### config.mk
export PLATFORM = sky130hd
export DESIGN_NAME = occ_osc_ctrl
export DESIGN_NICKNAME = d
export VERILOG_FILES = /design/src/occ_pkg.sv /design/src/occ_osc_ctrl.sv
export SDC_FILE = /design/constraint.sdc
export NUM_CORES = 1
export LEC_CHECK = 0
export ABC_CLOCK_PERIOD_IN_PS = 4100
export CAP_MARGIN = 20
export CELL_PAD_IN_SITES_DETAIL_PLACEMENT = 1
export CELL_PAD_IN_SITES_GLOBAL_PLACEMENT = 1
export CORE_MARGIN = 8
export CORE_UTILIZATION = 45
export CTS_CLUSTER_SIZE = 28
export DETAILED_ROUTE_END_ITERATION = 6
export DONT_BUFFER_PORTS = 1
export MAX_ROUTING_LAYER = met4
export PLACE_DENSITY = 0.78
export SYNTH_ARGS = -nofsm -noshare
export SYNTH_HDL_FRONTEND = slang
export SYNTH_SLANG_ARGS = --single-unit
### constraint.sdc
create_clock -name core_clk_in -period 4.1 [get_ports core_clk_in]
set_input_delay 0.615 -clock core_clk_in [delete_from_list [all_inputs] [get_ports core_clk_in]]
set_output_delay 0.615 -clock core_clk_in [all_outputs]
set_load 0.01 [all_outputs]
### src/occ_pkg.sv
// Package: register map, field layout, reset values and timing counts
// for the oscillator control and calibration block.
// Assumes an 8-bit register port with a 5-bit byte address.
package occ_pkg;

    // -------------------------------------------------------------------
    // Register offsets
    // -------------------------------------------------------------------
    localparam logic [4:0] OFS_STATUS     = 5'h03;
    localparam logic [4:0] OFS_FAST_CTRL  = 5'h10;
    localparam logic [4:0] OFS_FAST_TRIM  = 5'h11;
    localparam logic [4:0] OFS_FAST_TEMP  = 5'h12;
    localparam logic [4:0] OFS_SLOW_CTRL  = 5'h18;
    localparam logic [4:0] OFS_XTAL_CTRL  = 5'h1C;

    // -------------------------------------------------------------------
    // Field positions
    // -------------------------------------------------------------------
    localparam int BIT_KEEP_RUN   = 1;
    localparam int BIT_XTAL_EN    = 0;
    localparam int BIT_XTAL_SEL   = 2;
    localparam int POS_CRYSTAL_STARTUP_SEL       = 4;
    localparam int BIT_CAL_LOCK   = 7;
    localparam int BIT_ST_XTAL    = 6;
    localparam int BIT_ST_SLOW    = 5;
    localparam int BIT_ST_FAST    = 4;

    // -------------------------------------------------------------------
    // Reset values and fuse decode
    // -------------------------------------------------------------------
    localparam logic [7:0] RST_CTRL       = 8'h00;
    localparam logic [1:0] FUSE_SEL_20M   = 2'h2;

    // -------------------------------------------------------------------
    // Timing counts, in oscillator cycles
    // -------------------------------------------------------------------
    localparam int GATE_OPEN_CYC  = 4;
    localparam int XTAL_REQ_CYC   = 2;
    localparam int XTAL_SU_1K     = 1024;
    localparam int XTAL_SU_16K    = 16384;
    localparam int XTAL_SU_32K    = 32768;
    localparam int XTAL_SU_64K    = 65536;

    // -------------------------------------------------------------------
    // Register port request
    // -------------------------------------------------------------------
    typedef struct packed {
        logic [4:0] addr;
        logic [7:0] wdata;
        logic       wr;
        logic       rd;
    } occ_bus_req_t;

endpackage

### src/occ_osc_ctrl.sv
// Oscillator control and calibration: fast RC, slow RC and crystal.
// Assumes oscillator cycles arrive as one-cycle tick pulses synchronous
// to core_clk_in, and that fuse inputs are stable from reset release.
//
// Summary of operation
// - Keep-running bit holds an internal oscillator on whether used or not.
// - Internal oscillator clock is gated out only while requested.
// - Gate opens four oscillator cycles after request; start-up only if not kept.
// - Six-bit frequency trim at bits 5:0, loaded from fuse-selected factory value.
// - Lock flag bit 7 read-only; while set, both trim registers ignore writes.
// - Lock flag loads from the oscillator lock fuse bit at reset.
// - Four-bit temperature slope at bits 3:0, loaded from fuse-selected value.
// - Source type and start-up writes ignored while enabled or stable flag high.
// - Start-up select 0..3 waits 1k, 16k, 32k, 64k crystal cycles.
// - External clock source skips the crystal start-up wait entirely.
// - Source bit 2: 0 crystal across both pins, 1 clock on first pin.
// - Crystal runs when enabled and either kept running or requested.
// - Crystal output reaches peripherals only while requested.
// - Started kept crystal gates out two cycles after request.
// - Crystal enable and keep-running writes need the I/O unlock.
// - Enable overrides both oscillator pins and freezes source and start-up.
// - Crystal stable flag set only when started and requested.
//
// The strobed register port was left to the implementer.
`timescale 1ns/10ps

module occ_osc_ctrl #(
    parameter logic [5:0] FAST_TRIM_16M   = 6'h20,
    parameter logic [5:0] FAST_TRIM_20M   = 6'h20,
    parameter logic [3:0] FAST_SLOPE_16M  = 4'h8,
    parameter logic [3:0] FAST_SLOPE_20M  = 4'h8,
    parameter int         RC_STARTUP_CYC  = 8,
    parameter int         XTAL_SU_CYC_0   = occ_pkg::XTAL_SU_1K,
    parameter int         XTAL_SU_CYC_1   = occ_pkg::XTAL_SU_16K,
    parameter int         XTAL_SU_CYC_2   = occ_pkg::XTAL_SU_32K,
    parameter int         XTAL_SU_CYC_3   = occ_pkg::XTAL_SU_64K
) (
    input  wire logic                 core_clk_in,
    input  wire logic                 sys_rst_in,
    input  wire occ_pkg::occ_bus_req_t bus_in,
    output logic [7:0]                rdata_out,
    input  wire logic                 ccp_unlock_in,
    input  wire logic                 io_unlock_in,
    input  wire logic [1:0]           freq_select_fuse_bits_in,
    input  wire logic                 osc_lock_fuse_bit_in,
    input  wire logic                 fast_req_in,
    input  wire logic                 fast_tick_in,
    input  wire logic                 slow_req_in,
    input  wire logic                 slow_tick_in,
    input  wire logic                 crystal_req_in,
    input  wire logic                 crystal_tick_in,
    output logic                      fast_run_out,
    output logic                      fast_gate_out,
    output logic                      slow_run_out,
    output logic                      slow_gate_out,
    output logic                      crystal_run_out,
    output logic                      crystal_gate_out,
    output logic                      crystal_pin_override_out,
    output logic                      crystal_ext_clock_out,
    output logic                      crystal_stable_flag_out
);

    // -------------------------------------------------------------------
    // Elaboration checks
    // -------------------------------------------------------------------
    if (RC_STARTUP_CYC < 0 ||
        RC_STARTUP_CYC + occ_pkg::GATE_OPEN_CYC > 255)
    begin : g_bad_rc
        $error("RC start-up count out of range");
    end
    if (XTAL_SU_CYC_0 < 1 || XTAL_SU_CYC_1 < 1 || XTAL_SU_CYC_2 < 1 ||
        XTAL_SU_CYC_3 < 1 || XTAL_SU_CYC_3 > 131072)
    begin : g_bad_xtal
        $error("Crystal start-up count out of range");
    end
    // The gate counters are narrow, so package counts must stay small
    if (occ_pkg::GATE_OPEN_CYC < 1 || occ_pkg::XTAL_REQ_CYC < 1 ||
        occ_pkg::XTAL_REQ_CYC > 4)
    begin : g_bad_pkg
        $error("Package gate counts out of range");
    end

    // -------------------------------------------------------------------
    // State
    // -------------------------------------------------------------------
    // Index 0 of keep, irun, igate and icnt is the fast RC, 1 the slow RC
    typedef struct packed {
        logic [7:0]      rdata;
        logic            load_pend;
        logic [1:0]      keep;
        logic [5:0]      trim;
        logic [3:0]      slope;
        logic            lock;
        logic            x_en;
        logic            x_keep;
        logic            x_sel;
        logic [1:0]      x_crystal_startup_sel;
        logic [1:0]      irun;
        logic [1:0]      igate;
        logic [1:0][7:0] icnt;
        logic            xrun;
        logic [16:0]     xcnt;
        logic            xstarted;
        logic [1:0]      xreq_cnt;
        logic            xgate;
        logic            xstable;
    } occ_state_t;

    occ_state_t st_r;
    occ_state_t st_nxt;

    // Start-up limit in crystal cycles for a start-up select code
    function automatic logic [16:0] xtal_limit(input logic [1:0] sel);
        logic [16:0] lim;
        lim = 17'h00000;
        case (sel)
            2'h0:    lim = 17'(XTAL_SU_CYC_0 - 1);
            2'h1:    lim = 17'(XTAL_SU_CYC_1 - 1);
            2'h2:    lim = 17'(XTAL_SU_CYC_2 - 1);
            default: lim = 17'(XTAL_SU_CYC_3 - 1);
        endcase
        return lim;
    endfunction

    logic [1:0] ireq;
    logic [1:0] itick;
    logic       wr_ok;
    assign ireq  = {slow_req_in, fast_req_in};
    assign itick = {slow_tick_in, fast_tick_in};
    // Every write needs the change window; crystal enable and keep-running need a second one
    assign wr_ok = bus_in.wr & ccp_unlock_in;

    // -------------------------------------------------------------------
    // Next-state logic
    // -------------------------------------------------------------------
    always_comb
    begin
        logic [7:0] tgt;
        tgt    = 8'h00;
        st_nxt = st_r;

        // Register writes
        if (wr_ok)
        begin
            case (bus_in.addr)
                occ_pkg::OFS_FAST_CTRL:
                    st_nxt.keep[0] = bus_in.wdata[occ_pkg::BIT_KEEP_RUN];
                occ_pkg::OFS_FAST_TRIM:
                    if (!st_r.lock)
                    begin
                        st_nxt.trim = bus_in.wdata[5:0];
                    end
                occ_pkg::OFS_FAST_TEMP:
                    if (!st_r.lock)
                    begin
                        st_nxt.slope = bus_in.wdata[3:0];
                    end
                occ_pkg::OFS_SLOW_CTRL:
                    st_nxt.keep[1] = bus_in.wdata[occ_pkg::BIT_KEEP_RUN];
                occ_pkg::OFS_XTAL_CTRL:
                begin
                    if (io_unlock_in)
                    begin
                        st_nxt.x_en =
                            bus_in.wdata[occ_pkg::BIT_XTAL_EN];
                        st_nxt.x_keep =
                            bus_in.wdata[occ_pkg::BIT_KEEP_RUN];
                    end
                    // Checked against the state before this write, so
                    // the write that sets enable still lands these bits
                    if (!st_r.x_en && !st_r.xstable)
                    begin
                        st_nxt.x_sel =
                            bus_in.wdata[occ_pkg::BIT_XTAL_SEL];
                        st_nxt.x_crystal_startup_sel =
                            bus_in.wdata[occ_pkg::POS_CRYSTAL_STARTUP_SEL +: 2];
                    end
                end
                default: ;
            endcase
        end

        // Factory calibration and lock load on the first edge after reset
        // Placed after the writes so that the fuse values win that cycle
        if (st_r.load_pend)
        begin
            st_nxt.load_pend = 1'b0;
            if (freq_select_fuse_bits_in == occ_pkg::FUSE_SEL_20M)
            begin
                st_nxt.trim  = FAST_TRIM_20M;
                st_nxt.slope = FAST_SLOPE_20M;
            end
            else
            begin
                st_nxt.trim  = FAST_TRIM_16M;
                st_nxt.slope = FAST_SLOPE_16M;
            end
            st_nxt.lock = osc_lock_fuse_bit_in;
        end

        // Internal RC oscillators
        for (int i = 0; i < 2; i++)
        begin
            st_nxt.irun[i] = st_r.keep[i] | ireq[i];
            // Four cycles, plus the start-up time unless kept running
            tgt = st_r.keep[i] ?
                  8'(occ_pkg::GATE_OPEN_CYC - 1) :
                  8'(occ_pkg::GATE_OPEN_CYC + RC_STARTUP_CYC - 1);
            // A dropped request restarts the count, so each gate waits fully
            if (!ireq[i])
            begin
                st_nxt.icnt[i]  = 8'h00;
                st_nxt.igate[i] = 1'b0;
            end
            else if (itick[i] && !st_r.igate[i])
            begin
                if (st_r.icnt[i] >= tgt)
                begin
                    st_nxt.igate[i] = 1'b1;
                end
                else
                begin
                    st_nxt.icnt[i] = st_r.icnt[i] + 8'h01;
                end
            end
        end

        // Crystal oscillator
        st_nxt.xrun = st_r.x_en & (st_r.x_keep | crystal_req_in);
        // A stopped crystal has to run its whole start-up again
        if (!st_r.xrun)
        begin
            st_nxt.xcnt     = 17'h00000;
            st_nxt.xstarted = 1'b0;
        end
        else if (!st_r.xstarted)
        begin
            if (st_r.x_sel)
            begin
                st_nxt.xstarted = 1'b1;
            end
            else if (crystal_tick_in)
            begin
                if (st_r.xcnt >= xtal_limit(st_r.x_crystal_startup_sel))
                begin
                    st_nxt.xstarted = 1'b1;
                end
                else
                begin
                    st_nxt.xcnt = st_r.xcnt + 17'h00001;
                end
            end
        end

        // Clearing enable closes the gate at once, never after run drops
        if (!crystal_req_in || !st_r.xrun || !st_r.x_en)
        begin
            st_nxt.xreq_cnt = 2'h0;
            st_nxt.xgate    = 1'b0;
        end
        else if (st_r.xstarted && crystal_tick_in && !st_r.xgate)
        begin
            if (st_r.xreq_cnt == 2'(occ_pkg::XTAL_REQ_CYC - 1))
            begin
                st_nxt.xgate = 1'b1;
            end
            else
            begin
                st_nxt.xreq_cnt = st_r.xreq_cnt + 2'h1;
            end
        end
        // Follows the request, so it clears as soon as nobody asks
        st_nxt.xstable = st_r.xrun & st_r.xstarted
                       & crystal_req_in;

        // Read data, valid only in the cycle after the read strobe
        // Unmapped addresses and reserved bits return zero
        st_nxt.rdata = 8'h00;
        if (bus_in.rd)
        begin
            case (bus_in.addr)
                occ_pkg::OFS_STATUS:
                begin
                    st_nxt.rdata[occ_pkg::BIT_ST_XTAL] = st_r.xstable;
                    st_nxt.rdata[occ_pkg::BIT_ST_SLOW] = st_r.igate[1];
                    st_nxt.rdata[occ_pkg::BIT_ST_FAST] = st_r.igate[0];
                end
                occ_pkg::OFS_FAST_CTRL:
                    st_nxt.rdata[occ_pkg::BIT_KEEP_RUN] = st_r.keep[0];
                occ_pkg::OFS_FAST_TRIM:
                    st_nxt.rdata[5:0] = st_r.trim;
                occ_pkg::OFS_FAST_TEMP:
                begin
                    st_nxt.rdata[occ_pkg::BIT_CAL_LOCK] = st_r.lock;
                    st_nxt.rdata[3:0] = st_r.slope;
                end
                occ_pkg::OFS_SLOW_CTRL:
                    st_nxt.rdata[occ_pkg::BIT_KEEP_RUN] = st_r.keep[1];
                occ_pkg::OFS_XTAL_CTRL:
                begin
                    st_nxt.rdata[occ_pkg::POS_CRYSTAL_STARTUP_SEL +: 2] = st_r.x_crystal_startup_sel;
                    st_nxt.rdata[occ_pkg::BIT_XTAL_SEL]  = st_r.x_sel;
                    st_nxt.rdata[occ_pkg::BIT_KEEP_RUN]  = st_r.x_keep;
                    st_nxt.rdata[occ_pkg::BIT_XTAL_EN]   = st_r.x_en;
                end
                default: st_nxt.rdata = 8'h00;
            endcase
        end
    end

    // -------------------------------------------------------------------
    // State register
    // -------------------------------------------------------------------
    always_ff @(posedge core_clk_in or posedge sys_rst_in)
    begin
        if (sys_rst_in)
        begin
            st_r           <= '0;
            // Fuses are taken on the first edge after release
            st_r.load_pend <= 1'b1;
            st_r.keep      <= occ_pkg::RST_CTRL[1:0];
        end
        else
        begin
            st_r <= st_nxt;
        end
    end

    // -------------------------------------------------------------------
    // Outputs
    // -------------------------------------------------------------------
    assign rdata_out                = st_r.rdata;
    assign fast_run_out             = st_r.irun[0];
    assign fast_gate_out            = st_r.igate[0];
    assign slow_run_out             = st_r.irun[1];
    assign slow_gate_out            = st_r.igate[1];
    assign crystal_run_out          = st_r.xrun;
    assign crystal_gate_out         = st_r.xgate;
    // Pins belong to the oscillator for as long as enable is set
    assign crystal_pin_override_out = st_r.x_en;
    assign crystal_ext_clock_out    = st_r.x_sel;
    assign crystal_stable_flag_out  = st_r.xstable;

endmodule // occ_osc_ctrl

---- Yosys cells after proc, flatten, opt, wreduce, memory -nomap -nowiden ----
Index checks and enable logic that the tools add are counted.
Widths: inputs -> output; s select.
word-level totals
  output and inout port bits .............. 17
  bits of input ports ..................... 28
  bits in registers ....................... 70
  word-level logic and storage cells ...... 134
operators by class
  equal/unequal tests ..................... 21
  $add $sub $neg .......................... 4
  bitwise gates (word level) .............. 7
  mux-type cells .......................... 44
  reductions and logical operators ........ 33
  magnitude comparators ................... 3
operators with widths
  cell                   number
  $mux 17                6
  $mux 8                 7
  $mux 18                3
  $pmux 16 s3            1
  $eq 5x5->1 const B     5
  $add 17x1->17 const B  1
  $ge 17x17->1           1
  $add 8x1->8 const B    2
  $ge 8x4->1             2
  $mux 4                 4
  $reduce_and 2->1       8
  $ne 2x2->1 const B     7
  $mux 6                 2
  $reduce_and 3->1       4
  $mux 1                 11
  $mux 11                1
  $mux 10                1
  $ne 2x1->1 const B     5
  $reduce_bool 2->1      5
  $logic_not 1->1        7
  $mux 3                 2
  $pmux 1 s3             2
  $pmux 2 s3             1
  $eq 5x2->1 const B     1
  other kinds (12)       23

---- Longest topological paths before layout ----
  word-level depth ........................ 12
  mapped depth ............................ 9
  gate-level depth less buffers ........... 7

---- Worst setup path before layout ----
No wires, ideal clock.
  path kind ............................... register to register
  start ................................... register st_r[44] in the netlist's numbering
  end ..................................... register st_r[5] in the netlist's numbering
  setup time .............................. 0.130 ns
  clock period less this slack ............ 2.156 ns
  data required time ...................... 3.970 ns
  data arrival time ....................... 2.026 ns
  path buffers ............................ 2
  cell stages (with the launch flop) ...... 10
  setup slack ............................. 1.944 ns
  cell sequence ........................... dfrtp_1 nand2_1 ha_1 nand4_1 or4_4 o311ai_4 buf_6 buf_12 xor2_1 nor2_1
between the ends
  cells in the longest elaborated chain, start to end .. 9
  elaborated cells between the ends (all ways) .. 11
  those cells by class .................... order compare (1); eq/ne (3); mux (5); reduce/logical (2)
ends and longest elaborated chain
  element                             line                 RTL
  from (decl)                         occ_osc_ctrl.sv:109  occ_state_t st_r;
  from (signal assigned)              occ_osc_ctrl.sv:325  st_r <= st_nxt;
  $eq 2x2->1 (tied with other cells)  occ_osc_ctrl.sv:116  case (sel)
  $pmux 16 s3 (*)                     occ_osc_ctrl.sv:116
  $mux 17 (*)                         occ_osc_ctrl.sv:242  else if (crystal_tick_in)
  $mux 17 (*)                         occ_osc_ctrl.sv:238  if (st_r.x_sel)
  $mux 17 (*)                         occ_osc_ctrl.sv:236  else if (!st_r.xstarted)
  $mux 17 (*)                         occ_osc_ctrl.sv:231  if (!st_r.xrun)
  $ge 17x17->1 (*)                    occ_osc_ctrl.sv:244  if (st_r.xcnt >= xtal_limit(st_r.x_crystal_startup_sel))
  $ne 2x2->1 (no line) (*)            -
  $reduce_and 4->1 (no line) (*)      -
Every way passes the cells marked *; elsewhere a longest branch is shown, timed or not. The select of a mux whose other input is x is not followed.
A chain may end at the register's enable or synchronous reset.

---- Final worst setup path ----
  start ................................... register st_r[44] in the netlist's numbering
  end ..................................... register st_r[20] in the netlist's numbering
The elaborated chain is that of the path after synthesis.

==> results_dict.tcl <==
set metrics [dict create \
    wl_per_cell_um 18.7 \
    vias 2387 \
    start_util 0.454 \
    cts.sinks 70 \
    grt_pass1_wl_um 13100 \
    pwr-share-comb 0.062 \
    finClkSkew_ns 0.00851 \
    viasPerCell 5.71 \
    final_cell_mix "dfrtp_1 (69), nand2_1 (18), nor2_1 (18), a21oi_1 (18)" \
    power_switching_w 0.000334 \
    gp_congestion 0.762 \
    status "complete, no violations" \
    ys_warn_count 0 \
    track_usage 0.166 \
    htree_levels 3 \
    layout_commonest_cell "dfrtp_1" \
    cts_buffers 9 \
    drv_cap 0 \
    cp.required_ns 4.36 \
    fin_crit_ns 2.79 \
    syn-instance-count 313 \
    startpoint_type "register" \
    synth_async_sr_flop_share 1.00 \
    slew_viol_final 0 \
    cpPeakStageDelay_ns 0.86 \
    synthesis.area_um2 3430 \
    antenna_found_initial 0 \
    port_buffers 0 \
    drive_gt1_frac 0.139 \
    cts_resized 0 \
    hold_buffers 0 \
    internal_power_w 0.00106 \
    arrival_ns 3.06 \
    antenna_cells 0 \
    peakVddDrop_mv 0.202 \
    period_share 0.682 \
    leakagePower_nw 1.52 \
    path_clk_slew_ns 0.08 \
    setup_viol 0 \
    power_frac_clock 0.410 \
    first_iter_violations 101 \
    netSwitchingFraction 0.240 \
    cts_root_buf "clkbuf_8" \
    die_w_um 103 \
    grt_setup_unrepaired "no" \
    cts_tree "built" \
    coreArea_um2 7570 \
    pwr-share-seq 0.528 \
    power.density_nw_per_um2 379 \
    power_w 0.00139 \
    hold_path.class "in -> async" \
    relSlewSlack 0.297 \
    post-dp-hpwl_um 5570 \
    worst_setup_path_end_kind "register" \
    synthToLayoutAreaGrowth_pct 6.93 \
    fmax_ghz 0.358 \
    final.fill_count 815 \
    drt_pre_antenna_iters 5 \
    finalSetupTns_ns 0 \
    ys.flop_type "dfrtp_1" \
    path_buf_inv 0 \
    grt.overflow.total 0 \
    synth_enable_flop_cells 0 \
    nets 347 \
    cp_max_fo 31 \
    ioPinCount 45 \
    ys_seq_area_frac 0.511 \
    tightest_slew_ns 1.05 \
    grt_max_degree 37 \
    largest_reg_flops 53 \
    top_register "st_r" \
    finalWirelength_um 7830 \
    final_hold_viol_count 0 \
    grt_pass1_vias 2531 \
    drc 0 \
    cts_setup_buffers 0 \
    synth_area_per_cell_um2 11.0 \
    clockBufferDepth 2 \
    row_count 32 \
    synth_seq_cells 70 \
    path_class "reg -> reg" \
    synth_cell_types 55 \
    dieArea_um2 10700 \
    cpLargestDelayFamily "compound AO/OA/AOI/OAI gates" \
    die_h_um 103 \
    cp_cell_sequence "nand2_1 > ha_1 > nand4_1 > or4_4 > o311ai_4 > o31ai_1 > a21oi_1" \
    antenna_left 0 \
    clock_latency_ns 0.35 \
    syn_nets 349 \
    slowest_stage "o311ai_4" \
]
## synthesized netlist by cell type (4+ instances only)
cell       n  area share
a21boi_0   4      0.0087
a21oi_1   18       0.026
a22oi_1    5       0.011
and2_1    12       0.022
buf_4      8       0.017
dfrtp_1   69        0.50
ha_1       8       0.029
inv_1      9      0.0098
mux2_2     9       0.030
mux2i_1   12       0.035
nand2_1   18       0.020
nand3_1   11       0.016
nand4_1    9       0.016
nor2_1    18       0.020
nor2b_1    7       0.013
o21ai_0   10       0.015
o31ai_1    9       0.020
or2_2      4      0.0073
or3_1      5      0.0091
or3_2      4      0.0087
or4_1      7       0.015
xnor2_1    5       0.013
## per-layer routing
layer | vias to the layer above | track usage | wire length [um]
met5 | - | - | 0
met1 | 1213 | 0.199 | 3390
met2 | 40 | 0.264 | 3950
met3 | 7 | 0.0495 | 388
met4 | 0 | 0.0556 | 107
li1 | 1127 | - | -
## worst register-to-register path, stage by stage, from the launching register on
cell      delay [ns]
dfrtp_1         0.39
nand2_1         0.07
ha_1            0.33
nand4_1         0.11
or4_4           0.52
o311ai_4        0.87
o31ai_1         0.23
a21oi_1         0.18
## path summary, 6_finish.rpt
kind / startpoint / to / slack [ns] / cells after the start
max: st_r[44] / st_r[20] / 1.31 / 7
min: sys_rst_in / fast_gate_out / 0.13 / 1
max reg2reg: st_r[44] / st_r[20] / 1.31 / 7
min reg2reg: st_r[30] / st_r[30] / 0.48 / 1
max in group asynchronous: sys_rst_in / st_r[61] / 3.06 / 3
min in group core_clk_in: fast_req_in / fast_run_out / 0.37 / 1
## power by group through the flow
stage | Combinational (W) | Clock [W] | Sequential [W]
after floorplan | 0.0000785 | 0 | 0.000736
after global placement | 0.0000811 | 0 | 0.000748
after detailed placement | 0.0000872 | 0 | 0.000748
after CTS | 0.0000881 | 0.000591 | 0.000735
after global routing | 0.0000983 | 0.000614 | 0.000737
final | 0.0000861 | 0.000570 | 0.000735
## per-stage QoR
step	hold slack [ns]	utilization	instances	instance area [um^2]	setup WS [ns]
6_report	0.128	0.485	418	3670	1.31
2_1_floorplan	0.445	-	313	3430	1.72
4_1_cts	0.127	0.485	418	3670	1.30
3_3_place_gp	0.464	0.456	401	3450	1.39
5_1_grt	0.137	0.485	418	3670	1.04
3_5_place_dp	0.468	0.458	402	3470	1.34
## cell type report
class                           count  area [um^2]  share of cell area
Sequential cell                    70         1750               0.478
Multi-Input combinational cell    219         1530               0.416
Clock buffer                       13          159              0.0433
Tap cell                          102          128              0.0348
Clock inverter                      3         42.5              0.0116
Inverter                            9         33.8             0.00921
Timing Repair Buffer                2         27.5             0.00750
## cell families (layout without fill, tap and decap cells)
family          Yosys count  after routing  synth area share
simple gates            121            121             0.209
flops                    70             70             0.511
compound gates           60             60             0.120
buf+inv                  24             27            0.0445
mux                      21             21            0.0645
fa+ha+maj                 8              8            0.0292
xor+xnor                  8              8            0.0204
other cells               1              1           0.00109
Power figures use the tool's default switching activity.
